File: src/rtl/lscap_map.svh
// What this block does
// RQ1: Slot-clock bit is one on connector reference clock, zero on own clock.
// RQ2: Negotiated-width field shows trained link width; undefined while link down.
// RQ3: Current-speed field shows trained link speed; undefined while link down.
// RQ4: Two-bit field gives prefix limit; TLPs with more prefixes are malformed.
// RQ5: Prefix-support bit is one only when end-to-end prefixes are received.
// RQ6: Extended-format bit one for three-bit format field, zero for two-bit.
// RQ7: Two-bit read-only field reports buffer flush/fill hint support level.
// RQ8: Processing-hint completer level is 00b, 01b or 11b; never 10b.
// RQ9: Latency-tolerance-support bit is one when that mechanism exists.
// RQ10: Relaxed-order passing, atomic routing and alt-routing forwarding read zero.
// RQ11: Wide compare-and-swap completer bit is one exactly when supported.
// RQ12: 64-bit atomic completer bit is one when those operations complete.
// RQ13: 32-bit atomic completer bit is one when those operations complete.
// RQ14: Completion-timeout-disable-support bit always reads one.
// RQ15: Four-bit read-only field lists supported completion-timeout ranges.
// RQ16: Reserved bits read zero; writes to both registers are ignored.
`ifndef LSCAP_MAP_SVH
`define LSCAP_MAP_SVH

// Register indices; byte address is four times the index
`define LSCAP_LSR_INDEX        8'h12
`define LSCAP_DFC2_INDEX       8'h24
`define LSCAP_PEC_INDEX        8'h30
`define LSCAP_LSR_ADDR         {`LSCAP_LSR_INDEX, 2'b00}
`define LSCAP_DFC2_ADDR        {`LSCAP_DFC2_INDEX, 2'b00}
`define LSCAP_PEC_ADDR         {`LSCAP_PEC_INDEX, 2'b00}

// Link state report fields
`define LSCAP_SLOT_CLK_BIT     12
`define LSCAP_WIDTH_MSB        9
`define LSCAP_WIDTH_LSB        4
`define LSCAP_SPEED_MSB        3
`define LSCAP_SPEED_LSB        0

// Device feature caps two fields
`define LSCAP_MAXPFX_MSB       23
`define LSCAP_MAXPFX_LSB       22
`define LSCAP_PFXSUP_BIT       21
`define LSCAP_EXTFMT_BIT       20
`define LSCAP_OBFF_MSB         19
`define LSCAP_OBFF_LSB         18
`define LSCAP_TPH_MSB          13
`define LSCAP_TPH_LSB          12
`define LSCAP_LTR_BIT          11
`define LSCAP_ROPASS_BIT       10
`define LSCAP_CAS128_BIT       9
`define LSCAP_ATOM64_BIT       8
`define LSCAP_ATOM32_BIT       7
`define LSCAP_AROUTE_BIT       6
`define LSCAP_ARIFWD_BIT       5
`define LSCAP_TIMEOUT_DISABLE_SUPPORT_BIT         4
`define LSCAP_TIMEOUT_RANGES_SUPPORTED_MSB         3
`define LSCAP_TIMEOUT_RANGES_SUPPORTED_LSB         0

// Fixed values and reset values
`define LSCAP_HARD_ZERO        1'b0
`define LSCAP_TIMEOUT_DISABLE_SUPPORT_VALUE       1'b1
`define LSCAP_TPH_RESERVED     2'b10
`define LSCAP_WORD_RESET       32'h00000000
`define LSCAP_WIDTH_RESET      6'h00
`define LSCAP_SPEED_RESET      4'h0
`define LSCAP_PEC_RESET        16'h0000

`endif

File: src/rtl/lscap_pkg.sv
package lscap_pkg;

    typedef enum logic [1:0] {
        LSCAP_TPH_NONE     = 2'b00,
        LSCAP_TPH_BASIC    = 2'b01,
        LSCAP_TPH_EXTENDED = 2'b11
    } lscap_tph_type;

    typedef enum {
        LSCAP_BUS_IDLE,
        LSCAP_BUS_ANSWER
    } lscap_bus_type;

    typedef logic [31:0] lscap_word_type;

endpackage

File: src/rtl/lscap_regs.sv
`timescale 1ns/100ps
`include "lscap_map.svh"

module lscap_regs
    import lscap_pkg::*;
#(
    parameter int            ADDR_W         = 12,
    parameter logic [1:0]    MAX_PREFIX     = 2'h0,
    parameter logic          PREFIX_SUPPORT = 1'b0,
    parameter logic          EXT_FMT        = 1'b0,
    parameter logic [1:0]    OBFF_LEVEL     = 2'h0,
    parameter lscap_tph_type TPH_LEVEL      = LSCAP_TPH_NONE,
    parameter logic          LTR_SUPPORT    = 1'b0,
    parameter logic          CAS128         = 1'b0,
    parameter logic          ATOM64         = 1'b0,
    parameter logic          ATOM32         = 1'b0,
    parameter logic [3:0]    TIMEOUT_RANGES = 4'h0
) (
    input  wire logic              mclk,
    input  wire logic              nrst,
    input  wire logic              psel,
    input  wire logic              penable,
    input  wire logic              pwrite,
    input  wire logic [ADDR_W-1:0] paddr,
    input  wire logic [31:0]       pwdata,
    output logic [31:0]            prdata_q,
    output logic                   pready_q,
    output logic                   pslverr_q,
    input  wire logic              slot_clock_strap,
    input  wire logic              link_up,
    input  wire logic [5:0]        trained_width,
    input  wire logic [3:0]        trained_speed,
    input  wire logic              tlp_start,
    input  wire logic              tlp_prefix,
    input  wire logic              tlp_end,
    output logic                   malformed_prefix_q
);

    localparam logic [ADDR_W-1:0] LSR_ADDR  = ADDR_W'(`LSCAP_LSR_ADDR);
    localparam logic [ADDR_W-1:0] DFC2_ADDR = ADDR_W'(`LSCAP_DFC2_ADDR);
    localparam logic [ADDR_W-1:0] PEC_ADDR  = ADDR_W'(`LSCAP_PEC_ADDR);

    // Elaboration checks; no run-time process needed
    if (ADDR_W < 10 || ADDR_W > 32) begin : g_bad_addr_w
        $error("lscap_regs: ADDR_W must lie in 10..32");
    end
    // RQ8 reserved code refused
    if (TPH_LEVEL == `LSCAP_TPH_RESERVED) begin : g_bad_tph
        $error("lscap_regs: processing hint level 10b is reserved");
    end
    if (!PREFIX_SUPPORT && MAX_PREFIX != 2'h0) begin : g_bad_prefix
        $error("lscap_regs: prefix limit set without prefix support");
    end

    lscap_bus_type  bus_q;
    logic           slot_clock_q;
    logic           strap_taken_q;
    logic [5:0]     width_q;
    logic [3:0]     speed_q;
    logic [15:0]    pec_q;
    logic           malformed;
    lscap_word_type lsr_word;
    lscap_word_type dfc2_word;
    lscap_word_type read_word;
    logic           addr_hit;
    logic           setup;
    logic           done;

    assign setup = psel && !penable && (bus_q == LSCAP_BUS_IDLE);
    assign done  = psel && penable && pready_q;

    // RQ1 strap caught after release
    always_ff @(posedge mclk) begin
        if (!nrst) begin
            strap_taken_q <= 1'b0;
            slot_clock_q  <= 1'b0;
        end else if (!strap_taken_q) begin
            strap_taken_q <= 1'b1;
            slot_clock_q  <= slot_clock_strap;
        end
    end

    // RQ2 trained width tracked
    // RQ3 trained speed tracked
    // Link down reports zero rather than stale training results
    always_ff @(posedge mclk) begin
        if (!nrst) begin
            width_q <= `LSCAP_WIDTH_RESET;
            speed_q <= `LSCAP_SPEED_RESET;
        end else if (link_up) begin
            width_q <= trained_width;
            speed_q <= trained_speed;
        end else begin
            width_q <= `LSCAP_WIDTH_RESET;
            speed_q <= `LSCAP_SPEED_RESET;
        end
    end

    lscap_prefix_check u_prefix_check (
        .mclk           (mclk),
        .nrst           (nrst),
        .max_count      (MAX_PREFIX),
        .prefix_allowed (PREFIX_SUPPORT),
        .tlp_start      (tlp_start),
        .tlp_prefix     (tlp_prefix),
        .tlp_end        (tlp_end),
        .malformed_q    (malformed)
    );

    always_ff @(posedge mclk) begin
        if (!nrst) begin
            malformed_prefix_q <= 1'b0;
        end else begin
            malformed_prefix_q <= malformed;
        end
    end

    // A completed write to the error counter clears; a same-cycle event still counts
    always_ff @(posedge mclk) begin
        if (!nrst) begin
            pec_q <= `LSCAP_PEC_RESET;
        end else if (done && pwrite && paddr == PEC_ADDR) begin
            pec_q <= {15'h0000, malformed};
        end else if (malformed && pec_q != 16'hFFFF) begin
            pec_q <= pec_q + 16'h0001;
        end
    end

    // RQ16 reserved bits zero
    always_comb begin
        lsr_word = `LSCAP_WORD_RESET;
        // RQ1 slot clock bit
        lsr_word[`LSCAP_SLOT_CLK_BIT] = slot_clock_q;
        // RQ2 width field
        lsr_word[`LSCAP_WIDTH_MSB:`LSCAP_WIDTH_LSB] = width_q;
        // RQ3 speed field
        lsr_word[`LSCAP_SPEED_MSB:`LSCAP_SPEED_LSB] = speed_q;
    end

    always_comb begin
        dfc2_word = `LSCAP_WORD_RESET;
        // RQ4 prefix limit field
        dfc2_word[`LSCAP_MAXPFX_MSB:`LSCAP_MAXPFX_LSB] = MAX_PREFIX;
        // RQ5 prefix support bit
        dfc2_word[`LSCAP_PFXSUP_BIT] = PREFIX_SUPPORT;
        // RQ6 extended format bit
        dfc2_word[`LSCAP_EXTFMT_BIT] = EXT_FMT;
        // RQ7 flush hint level
        dfc2_word[`LSCAP_OBFF_MSB:`LSCAP_OBFF_LSB] = OBFF_LEVEL;
        // RQ8 completer hint level
        dfc2_word[`LSCAP_TPH_MSB:`LSCAP_TPH_LSB] = TPH_LEVEL;
        // RQ9 latency tolerance bit
        dfc2_word[`LSCAP_LTR_BIT] = LTR_SUPPORT;
        // RQ10 inapplicable bits zero
        dfc2_word[`LSCAP_ROPASS_BIT] = `LSCAP_HARD_ZERO;
        dfc2_word[`LSCAP_AROUTE_BIT] = `LSCAP_HARD_ZERO;
        dfc2_word[`LSCAP_ARIFWD_BIT] = `LSCAP_HARD_ZERO;
        // RQ11 wide CAS bit
        dfc2_word[`LSCAP_CAS128_BIT] = CAS128;
        // RQ12 64-bit atomics bit
        dfc2_word[`LSCAP_ATOM64_BIT] = ATOM64;
        // RQ13 32-bit atomics bit
        dfc2_word[`LSCAP_ATOM32_BIT] = ATOM32;
        // RQ14 timeout disable one
        dfc2_word[`LSCAP_TIMEOUT_DISABLE_SUPPORT_BIT] = `LSCAP_TIMEOUT_DISABLE_SUPPORT_VALUE;
        // RQ15 timeout ranges field
        dfc2_word[`LSCAP_TIMEOUT_RANGES_SUPPORTED_MSB:`LSCAP_TIMEOUT_RANGES_SUPPORTED_LSB] = TIMEOUT_RANGES;
    end

    // RQ16 writes have no effect, except that a write to the error counter clears it
    always_comb begin
        read_word = `LSCAP_WORD_RESET;
        addr_hit  = 1'b1;
        case (paddr)
            LSR_ADDR:  read_word = lsr_word;
            DFC2_ADDR: read_word = dfc2_word;
            PEC_ADDR:  read_word = {16'h0000, pec_q};
            default:   addr_hit  = 1'b0;
        endcase
    end

    // One wait-free answer: pready rises in the first access cycle
    always_ff @(posedge mclk) begin
        if (!nrst) begin
            bus_q <= LSCAP_BUS_IDLE;
        end else begin
            case (bus_q)
                LSCAP_BUS_IDLE:   bus_q <= setup ? LSCAP_BUS_ANSWER : LSCAP_BUS_IDLE;
                LSCAP_BUS_ANSWER: bus_q <= done ? LSCAP_BUS_IDLE : LSCAP_BUS_ANSWER;
                default:          bus_q <= LSCAP_BUS_IDLE;
            endcase
        end
    end

    always_ff @(posedge mclk) begin
        if (!nrst) begin
            pready_q  <= 1'b0;
            pslverr_q <= 1'b0;
            prdata_q  <= `LSCAP_WORD_RESET;
        end else if (setup) begin
            pready_q  <= 1'b1;
            pslverr_q <= !addr_hit;
            prdata_q  <= pwrite ? `LSCAP_WORD_RESET : read_word;
        end else if (done || !psel) begin
            pready_q  <= 1'b0;
            pslverr_q <= 1'b0;
            prdata_q  <= `LSCAP_WORD_RESET;
        end
    end

endmodule // lscap_regs

File: src/rtl/lscap_prefix_check.sv
`timescale 1ns/100ps
`include "lscap_map.svh"

module lscap_prefix_check
    import lscap_pkg::*;
(
    input  wire logic       mclk,
    input  wire logic       nrst,
    input  wire logic [1:0] max_count,
    input  wire logic       prefix_allowed,
    input  wire logic       tlp_start,
    input  wire logic       tlp_prefix,
    input  wire logic       tlp_end,
    output logic            malformed_q
);

    logic [2:0] count_q;
    logic [2:0] count_d;

    // Saturate so a long prefix run cannot wrap back under the limit
    always_comb begin
        count_d = tlp_start ? 3'h0 : count_q;
        if (tlp_prefix && count_d != 3'h7) begin
            count_d = count_d + 3'h1;
        end
    end

    always_ff @(posedge mclk) begin
        if (!nrst) begin
            count_q <= 3'h0;
        end else if (tlp_end) begin
            count_q <= 3'h0;
        end else begin
            count_q <= count_d;
        end
    end

    // RQ4 excess prefixes malformed
    always_ff @(posedge mclk) begin
        if (!nrst) begin
            malformed_q <= 1'b0;
        end else begin
            malformed_q <= tlp_end && ((count_d > {1'b0, max_count}) ||
                           (!prefix_allowed && count_d != 3'h0));
        end
    end

endmodule // lscap_prefix_check

File: config.mk
export PLATFORM = sky130hd
export DESIGN_NAME = lscap_regs
export DESIGN_NICKNAME = d
export VERILOG_FILES = /design/src/rtl/lscap_pkg.sv /design/src/rtl/lscap_regs.sv /design/src/rtl/lscap_prefix_check.sv
export VERILOG_INCLUDE_DIRS = /design/src /design/src/rtl
export SDC_FILE = /design/constraint.sdc
export NUM_CORES = 1
export LEC_CHECK = 0
export ABC_AREA = 1
export BUFFER_PORTS_ARGS = -buffer_cell sky130_fd_sc_hd__buf_4
export CAP_MARGIN = 15
export CORE_ASPECT_RATIO = 1.5
export CORE_MARGIN = 2
export CORE_UTILIZATION = 35
export DETAILED_ROUTE_END_ITERATION = 7
export HOLD_SLACK_MARGIN = 0.08
export MAX_ROUTING_LAYER = met4
export SYNTH_ARGS = -nofsm -noshare
export SYNTH_HDL_FRONTEND = slang
export SYNTH_HIERARCHICAL = 1
export SYNTH_SLANG_ARGS = --single-unit
File: constraint.sdc
create_clock -name mclk -period 2.7 [get_ports mclk]
set_input_delay 0.135 -clock mclk [delete_from_list [all_inputs] [get_ports mclk]]
set_output_delay 0.135 -clock mclk [all_outputs]
set_load 0.005 [all_outputs]
==> results of run 1 <==
[critical path: cells and delay by family, from the launching register on]
kind                     cells  cell delay, ns
AO/OA/AOI/OAI                2            0.22
buffers and inverters        5            0.22
adder cells (fa/ha/maj)      3            0.65
flip-flops                   1            0.33
AND/OR/NAND/NOR              6            0.44
[metal layers]
layer  global-route usage  wire length [um]
met5                    -                 0
met4               0.0762               216
met3               0.0222               201
met2                0.298              3410
met1                0.162              2600
[Yosys cell counts (all sizes together)]
cell type / instances / area share
xnor2: 2 / 0.0062
inv: 53 / 0.076
nand3: 49 / 0.091
a21oi: 36 / 0.079
o21ai: 11 / 0.024
or2: 1 / 0.0022
nand3b: 1 / 0.0027
conb: 1 / 0.0013
nor3: 5 / 0.0089
nor2: 46 / 0.072
nand4: 6 / 0.013
dfxtp: 52 / 0.37
buf: 22 / 0.060
clkinv: 1 / 0.0013
nand2: 103 / 0.14
xor2: 7 / 0.022
ha: 5 / 0.022
clkbuf: 2 / 0.0027
o21bai: 1 / 0.0027
[flip-flops by register name (all words and copies together), names as in the netlist]
name	count
pslverr_q	1
strap_taken_q	1
width_q	6
pec_q	16
speed_q	4
pready_q	1
u_prefix_check/malformed_q	1
bus_q	1
malformed_prefix_q	1
slot_clock_q	1
u_prefix_check/count_q	3
prdata_q	16
[cell type report]
type | count | area (sq um)
Fill cell | 836 | 4440
Multi-Input combinational cell | 292 | 1450
Sequential cell | 52 | 1040
Timing Repair Buffer | 61 | 480
Inverter | 54 | 219
Clock buffer | 6 | 139
Tap cell | 105 | 131
Clock inverter | 2 | 13.8
[cell families (layout without fill, tap and decap cells)]
logic type | Yosys count | after routing | synth area share
other | 1 | 19 | 0.00133
XOR/XNOR | 9 | 9 | 0.0280
AND/OR/NAND/NOR | 211 | 211 | 0.333
adder cells (fa/ha/maj) | 5 | 5 | 0.0222
AO/OA/AOI/OAI | 48 | 48 | 0.105
buffers and inverters | 78 | 123 | 0.140
flip-flops | 52 | 52 | 0.370
[cell usage in the layout, fill, tap and decap left out, types with 2 or more instances in the layout]
master         instances
inv_2                  3
xnor2_1                2
o21ai_0               10
nor2_1                40
conb_1                19
dlygate4sd3_1          9
nor2_2                 3
inv_1                 49
a21oi_1               25
nand2_2                7
nor3_1                 5
nand3_1               47
buf_4                 52
xor2_1                 7
nand4_1                6
nand2_1               96
ha_1                   5
clkbuf_16              5
a21oi_2               11
nor2_4                 3
nand3_2                2
dfxtp_1               52
[power by group through the flow]
stage	Combinational [uW]	Sequential (uW)	Clock, uW
CTS	158	792	671
global placement	146	810	0
global route	182	793	711
floorplan	109	807	0
finish	158	792	654
detailed placement	149	810	0
[worst max path at each step]
| stage | from | end | cells past startpoint |
|---|---|---|---|
| floorplan | u_prefix_check/count_q[0]$_SDFF_PP0_ | u_prefix_check/malformed_q$_SDFF_PN0_ | 16 |
| global placement | u_prefix_check/count_q[0]$_SDFF_PP0_ | u_prefix_check/malformed_q$_SDFF_PN0_ | 16 |
| detailed placement | u_prefix_check/count_q[0]$_SDFF_PP0_ | u_prefix_check/malformed_q$_SDFF_PN0_ | 16 |
| CTS | u_prefix_check/count_q[0]$_SDFF_PP0_ | u_prefix_check/malformed_q$_SDFF_PN0_ | 16 |
| global route | u_prefix_check/count_q[0]$_SDFF_PP0_ | u_prefix_check/malformed_q$_SDFF_PN0_ | 16 |
| finish | u_prefix_check/count_q[0]$_SDFF_PP0_ | u_prefix_check/malformed_q$_SDFF_PN0_ | 16 |
[per-stage QoR]
step                       util  area (sq um)  hold slack, ns
after CTS                 0.438          3460          0.0821
after global routing      0.439          3470          0.0822
after global placement    0.408          3230           0.355
after floorplan               -          2880           0.163
final                     0.439          3470          0.0859
after detailed placement  0.408          3230           0.351
==> metrics.md, run 1 <==
| Metric | Value |
|---|---|
| Syn Area/Cell | `roughly 7 sq um` |
| Pint | `approximately 1200 uW` |
| Wire length per cell | `roughly 11 um` |
| Worst-path maximum fanout | `3` |
| Power share of the combinational group | `0.099` |
| R2R depth | `16` |
| First-pass GRT wire length | `about 11000 um` |
| Area of the mapped netlist | `approximately 0.0028 sq mm` |
| Placement Setup Slack | `between 0.7 and 0.8 ns` |
| Initial antenna violation count | `0` |
| Share of cells above drive strength 1 | `0.197` |
| Setup CP Type | `flip-flop to flip-flop` |
| # IOs | `a little under 100` |
| P_sw | `around 380 uW` |
| Endpoints failing setup | `0` |
| Final setup skew | `between 0.005 and 0.006 ns` |
| Crit. End Element | `flip-flop` |
| Starting Density | `0.356` |
| Hold Startpoint | `trained_speed[3]` |
| DRT Pass-1 Iters | `4` |
| LEAKAGE | `between 0.0015 and 0.002 uW` |
| Post-CTS resize count | `0` |
| Clock Tree Root | `clkbuf_16` |
| Final Worst Setup Slack | `0.768 ns` |
| Inst Count DP | `about 560` |
| CTS tree | `built` |
| Post-CTS setup buffers | `0` |
| Slowest cell on the critical path | `dfxtp_1` |
| Worst Hold Path EP | `speed_q[3]$_SDFF_PN0_` |
| Cells after Synth | `404` |
| Die W | `just under 80 um` |
| Layout area overhead | `23.3%` |
| Total track usage | `0.160` |
| Cell Pwr Density | `462 mW/mm^2` |
| Final hold violations | `0` |
| CP startpoint kind | `flip-flop` |
| Vias/cell | `~4.6` |
| Clock Power Share | `0.408` |
| Routed Antenna Nets | `0` |
| CP Cell Sequence | `inv_1, nor2_2, ha_1, ha_1, inv_2, nand2_1, nand2_1, nand2_2, inv_1, ha_1, inv_1, o21bai_1, nand2_1, nand2_1, inv_1, a21oi_2` |
| Clk Latency, worst-skew pair | `between 0.2 and 0.3 ns` |
| Cts hold-fix bufs | `8` |
| Layout Nets | `between 500 and 600` |
| # Max-Cap Violations | `0` |
| CTS Buf Count | `5` |
| Final Wtd Congestion | `0.831` |
| Worst Path Arrival | `between 2 and 2.5 ns` |
| Die height | `between 100 and 150 um` |
| Ant diodes | `0` |
| Maximum clock frequency | `about 0.52 GHz` |
| RR Endpoint | `u_prefix_check/malformed_q$_SDFF_PN0_` |
| YS warnings | `6` |
| GR Overflow Total | `0` |
| Setup tns final | `0 ns` |
| R2r setup slk | `about 0.77 ns` |
| Die Area | `0.00879 sq mm` |
| Vias after detailed routing | `between 2000 and 3000` |
| CTS H-tree lvls | `2` |
| Final period util | `0.716` |
| Maximum VDD drop | `about 0.00025 V` |
| Seq/Total Area, Yosys | `0.370` |
| Placeable Area | `between 0.007 and 0.008 sq mm` |
| FF-to-FF Start | `u_prefix_check/count_q[0]$_SDFF_PP0_` |
| Worst min-delay path class | `input port to flip-flop` |
| Rows | `40` |
| Relative slew slack | `0.543` |
| Worst stage delay on the critical path | `around 0.33 ns` |
| Largest net degree at the start of global routing | `19` |
| Distinct cells, synth | `29` |
| Seq pwr share | `0.494` |
| Req. time, crit path | `about 2.9 ns` |
| Final WL | `between 6000 and 7000 um` |
| PortBufs | `50` |
| DRC marker count from the first detailed-route iteration | `between 100 and 150` |
| Least-Margin Pin Slew | `just under 0.7 ns` |
| Clock-pin slew on the worst setup and hold paths | `~0.07 ns` |
| Register bit total from synthesis | `between 50 and 60` |
| DRC | `0` |
| Vias in the first global route | `about 2500` |
| Unrepaired setup endpoints after global routing | `no` |
| Total power | `between 1500 and 2000 uW` |
| Status | `completed` |
| Slew Limit Fails | `0` |
| Hold Path Cell Cnt | `3` |
| Switching Fraction | `0.239` |
| Tmin final | `1.93 ns` |
| Dpl hpwl | `approximately 5000 um` |
| CTS Sinks | `52` |
| Clock Tree Buf Depth | `2` |
| Fin cells | `572` |
No activity file was read; power rests on OpenSTA's default activity.
==> inputs of run 2 (changes only) <==
==> constraint.sdc (replaced) <==
create_clock -name mclk -period 1.6 [get_ports mclk]
set_input_delay 0.08 -clock mclk [delete_from_list [all_inputs] [get_ports mclk]]
set_output_delay 0.08 -clock mclk [all_outputs]
set_load 0.005 [all_outputs]
==> metrics.md, run 2 (synthesis results as in run 1) <==
| Metric | Value |
|---|---|
| Status | `finished, violations left` |
| Failing checks | `setup timing` |
| First-pass GRT wire length | `11400 um` |
| CP Cell Sequence | `nand2_2, inv_2, ha_4, ha_4, inv_2, nand2_2, buf_4, nand2_1, nand2_2, ha_1, nand2_1, nand2_1, nand2_1, inv_1, a21oi_2` |
| # IOs | `around 100` |
| Vias/cell | `between 4 and 5` |
| CTS H-tree lvls | `2` |
| DRT Pass-1 Iters | `4` |
| GR Overflow Total | `0` |
| Ant diodes | `0` |
| Rows | `40` |
| P_sw | `about 660 uW` |
| Pint | `approximately 2000 uW` |
| Fin cells | `612` |
| Wire length per cell | `11.4 um` |
| Worst stage delay on the critical path | `around 0.32 ns` |
| Layout area overhead | `37.1%` |
| Slowest cell on the critical path | `dfxtp_2` |
| Clk Latency, worst-skew pair | `around 0.29 ns` |
| Slew Limit Fails | `0` |
| Req. time, crit path | `approximately 1.8 ns` |
| Die Area | `between 0.008 and 0.009 sq mm` |
| Fill count | `slightly above 800` |
| Die W | `around 77 um` |
| Vias after detailed routing | `2765` |
| Tmin final | `roughly 1.7 ns` |
| Final Wtd Congestion | `0.917` |
| Maximum VDD drop | `between 0.0006 and 0.0007 V` |
| Share of cells above drive strength 1 | `0.284` |
| LEAKAGE | `~0.0017 uW` |
| Vias in the first global route | `between 2000 and 3000` |
| DRC marker count from the first detailed-route iteration | `between 100 and 150` |
| Starting Density | `0.356` |
| CP delay by family, top | `adder cells` |
| Initial antenna violation count | `0` |
| CP dominant cell by count | `nand2_1` |
| Final period util | `1.09` |
| Clock-pin slew on the worst setup and hold paths | `0.07 ns` |
| Final Worst Setup Slack | `-0.138 ns` |
| Unrepaired setup endpoints after global routing | `yes` |
| Worst Path Arrival | `~2 ns` |
| Placement Setup Slack | `-0.320 ns` |
| CTS Buf Count | `5` |
| Most common cell after layout, fill and taps aside | `nand2_1` |
| Total track usage | `0.167` |
| Clock Power Share | `0.391` |
| # Max-Cap Violations | `0` |
| Switching Fraction | `0.244` |
| Clock Tree Root | `clkbuf_16` |
| Cell Pwr Density | `~700 mW/mm^2` |
| Largest net degree at the start of global routing | `19` |
| Number of buffers and inverters on the critical path | `4` |
| Final WL | `between 6000 and 7000 um` |
| CTS Sinks | `52` |
| Final hold violations | `0` |
| Power share of the combinational group | `0.119` |
| CTS tree | `built` |
| Maximum clock frequency | `0.575 GHz` |
| Seq pwr share | `0.490` |
| Die height | `114 um` |
| Biggest regs | `pec_q (16), prdata_q (16), width_q (6)` |
| DRC | `0` |
| Worst-path maximum fanout | `2` |
| CP startpoint kind | `flip-flop` |
| Most frequent cells in the layout | `nand2_1 (93), buf_4 (86), dfxtp_1 (48), nand3_1 (47), inv_1 (45)` |
| Layout Nets | `between 500 and 600` |
| Setup CP Type | `flip-flop to flip-flop` |
| Endpoints failing setup | `1` |
| Inst Count DP | `just under 600` |
| Dpl hpwl | `5460 um` |
| Crit. End Element | `flip-flop` |
| Routed Antenna Nets | `0` |
| Worst min-delay path class | `input port to flip-flop` |
| PortBufs | `50` |
| Total power | `roughly 2700 uW` |
| Final setup skew | `0.00902 ns` |
| Clock Tree Buf Depth | `2` |
| Placeable Area | `slightly below 0.008 sq mm` |
## run 2: power groups by stage
stage,Sequential (uW),Clock [uW],Combinational [uW]
after floorplan,1360,0,185
after global placement,1360,0,278
after detailed placement,1360,0,283
after CTS,1330,1080,321
after global routing,1330,1130,363
final,1330,1060,324
## run 2: timing repair
action	in CTS	in global routing
endpoints found under the setup margin	14	9
hold buffers	13	0
endpoints found under the hold margin	15	0
gates cloned	0	0
pin swaps	8	0
setup buffers	1	0
gates resized for setup	11	7
## run 2: worst register-to-register path, delay by kind of cell, from the launching register on
kind                       cells  cell delay (ns)
DFF                            1             0.32
adders and majority gates      3             0.56
buffers and inverters          4             0.27
AOI/OAI and AO/OA              1             0.09
and+or+nand+nor                7             0.43
## run 2: per-stage QoR
stage | util | hold WS (ns) | setup TNS [ns] | area (sq um)
global route | 0.488 | 0.154 | -0.308 | 3860
finish | 0.488 | 0.126 | -0.138 | 3860
global placement | 0.444 | 0.299 | -2.81 | 3510
CTS | 0.485 | 0.127 | -0.147 | 3840
floorplan | - | 0.108 | -0.140 | 2900
detailed placement | 0.444 | 0.298 | -3.12 | 3510
## run 2: worst paths after layout
check | from | end | slack (ns) | depth (start not counted)
max | u_prefix_check/count_q[1]$_SDFF_PP0_ | u_prefix_check/malformed_q$_SDFF_PN0_ | -0.14 | 15
min | penable | pready_q$_SDFFE_PN0P_ | 0.13 | 4
max reg2reg | u_prefix_check/count_q[1]$_SDFF_PP0_ | u_prefix_check/malformed_q$_SDFF_PN0_ | -0.14 | 15
min reg2reg | strap_taken_q$_DFF_P_ | slot_clock_q$_SDFFE_PN0N_ | 0.42 | 1
## run 2: cell type report
type | instances | area (sq um) | share of cell area
Clock buffer | 6 | 129 | 0.0334
Clock inverter | 2 | 16.3 | 0.00422
Inverter | 54 | 219 | 0.0568
Multi-Input combinational cell | 292 | 1520 | 0.393
Sequential cell | 52 | 1050 | 0.271
Tap cell | 105 | 131 | 0.0341
Timing Repair Buffer | 101 | 798 | 0.207
## run 2: routing by layer
metal | track usage | up-vias | wire (um)
met5 | - | - | 0
met4 | 0.0798 | 0 | 212
met3 | 0.0285 | 12 | 189
li1 | - | 1446 | -
met1 | 0.163 | 1258 | 2820
met2 | 0.316 | 49 | 3750
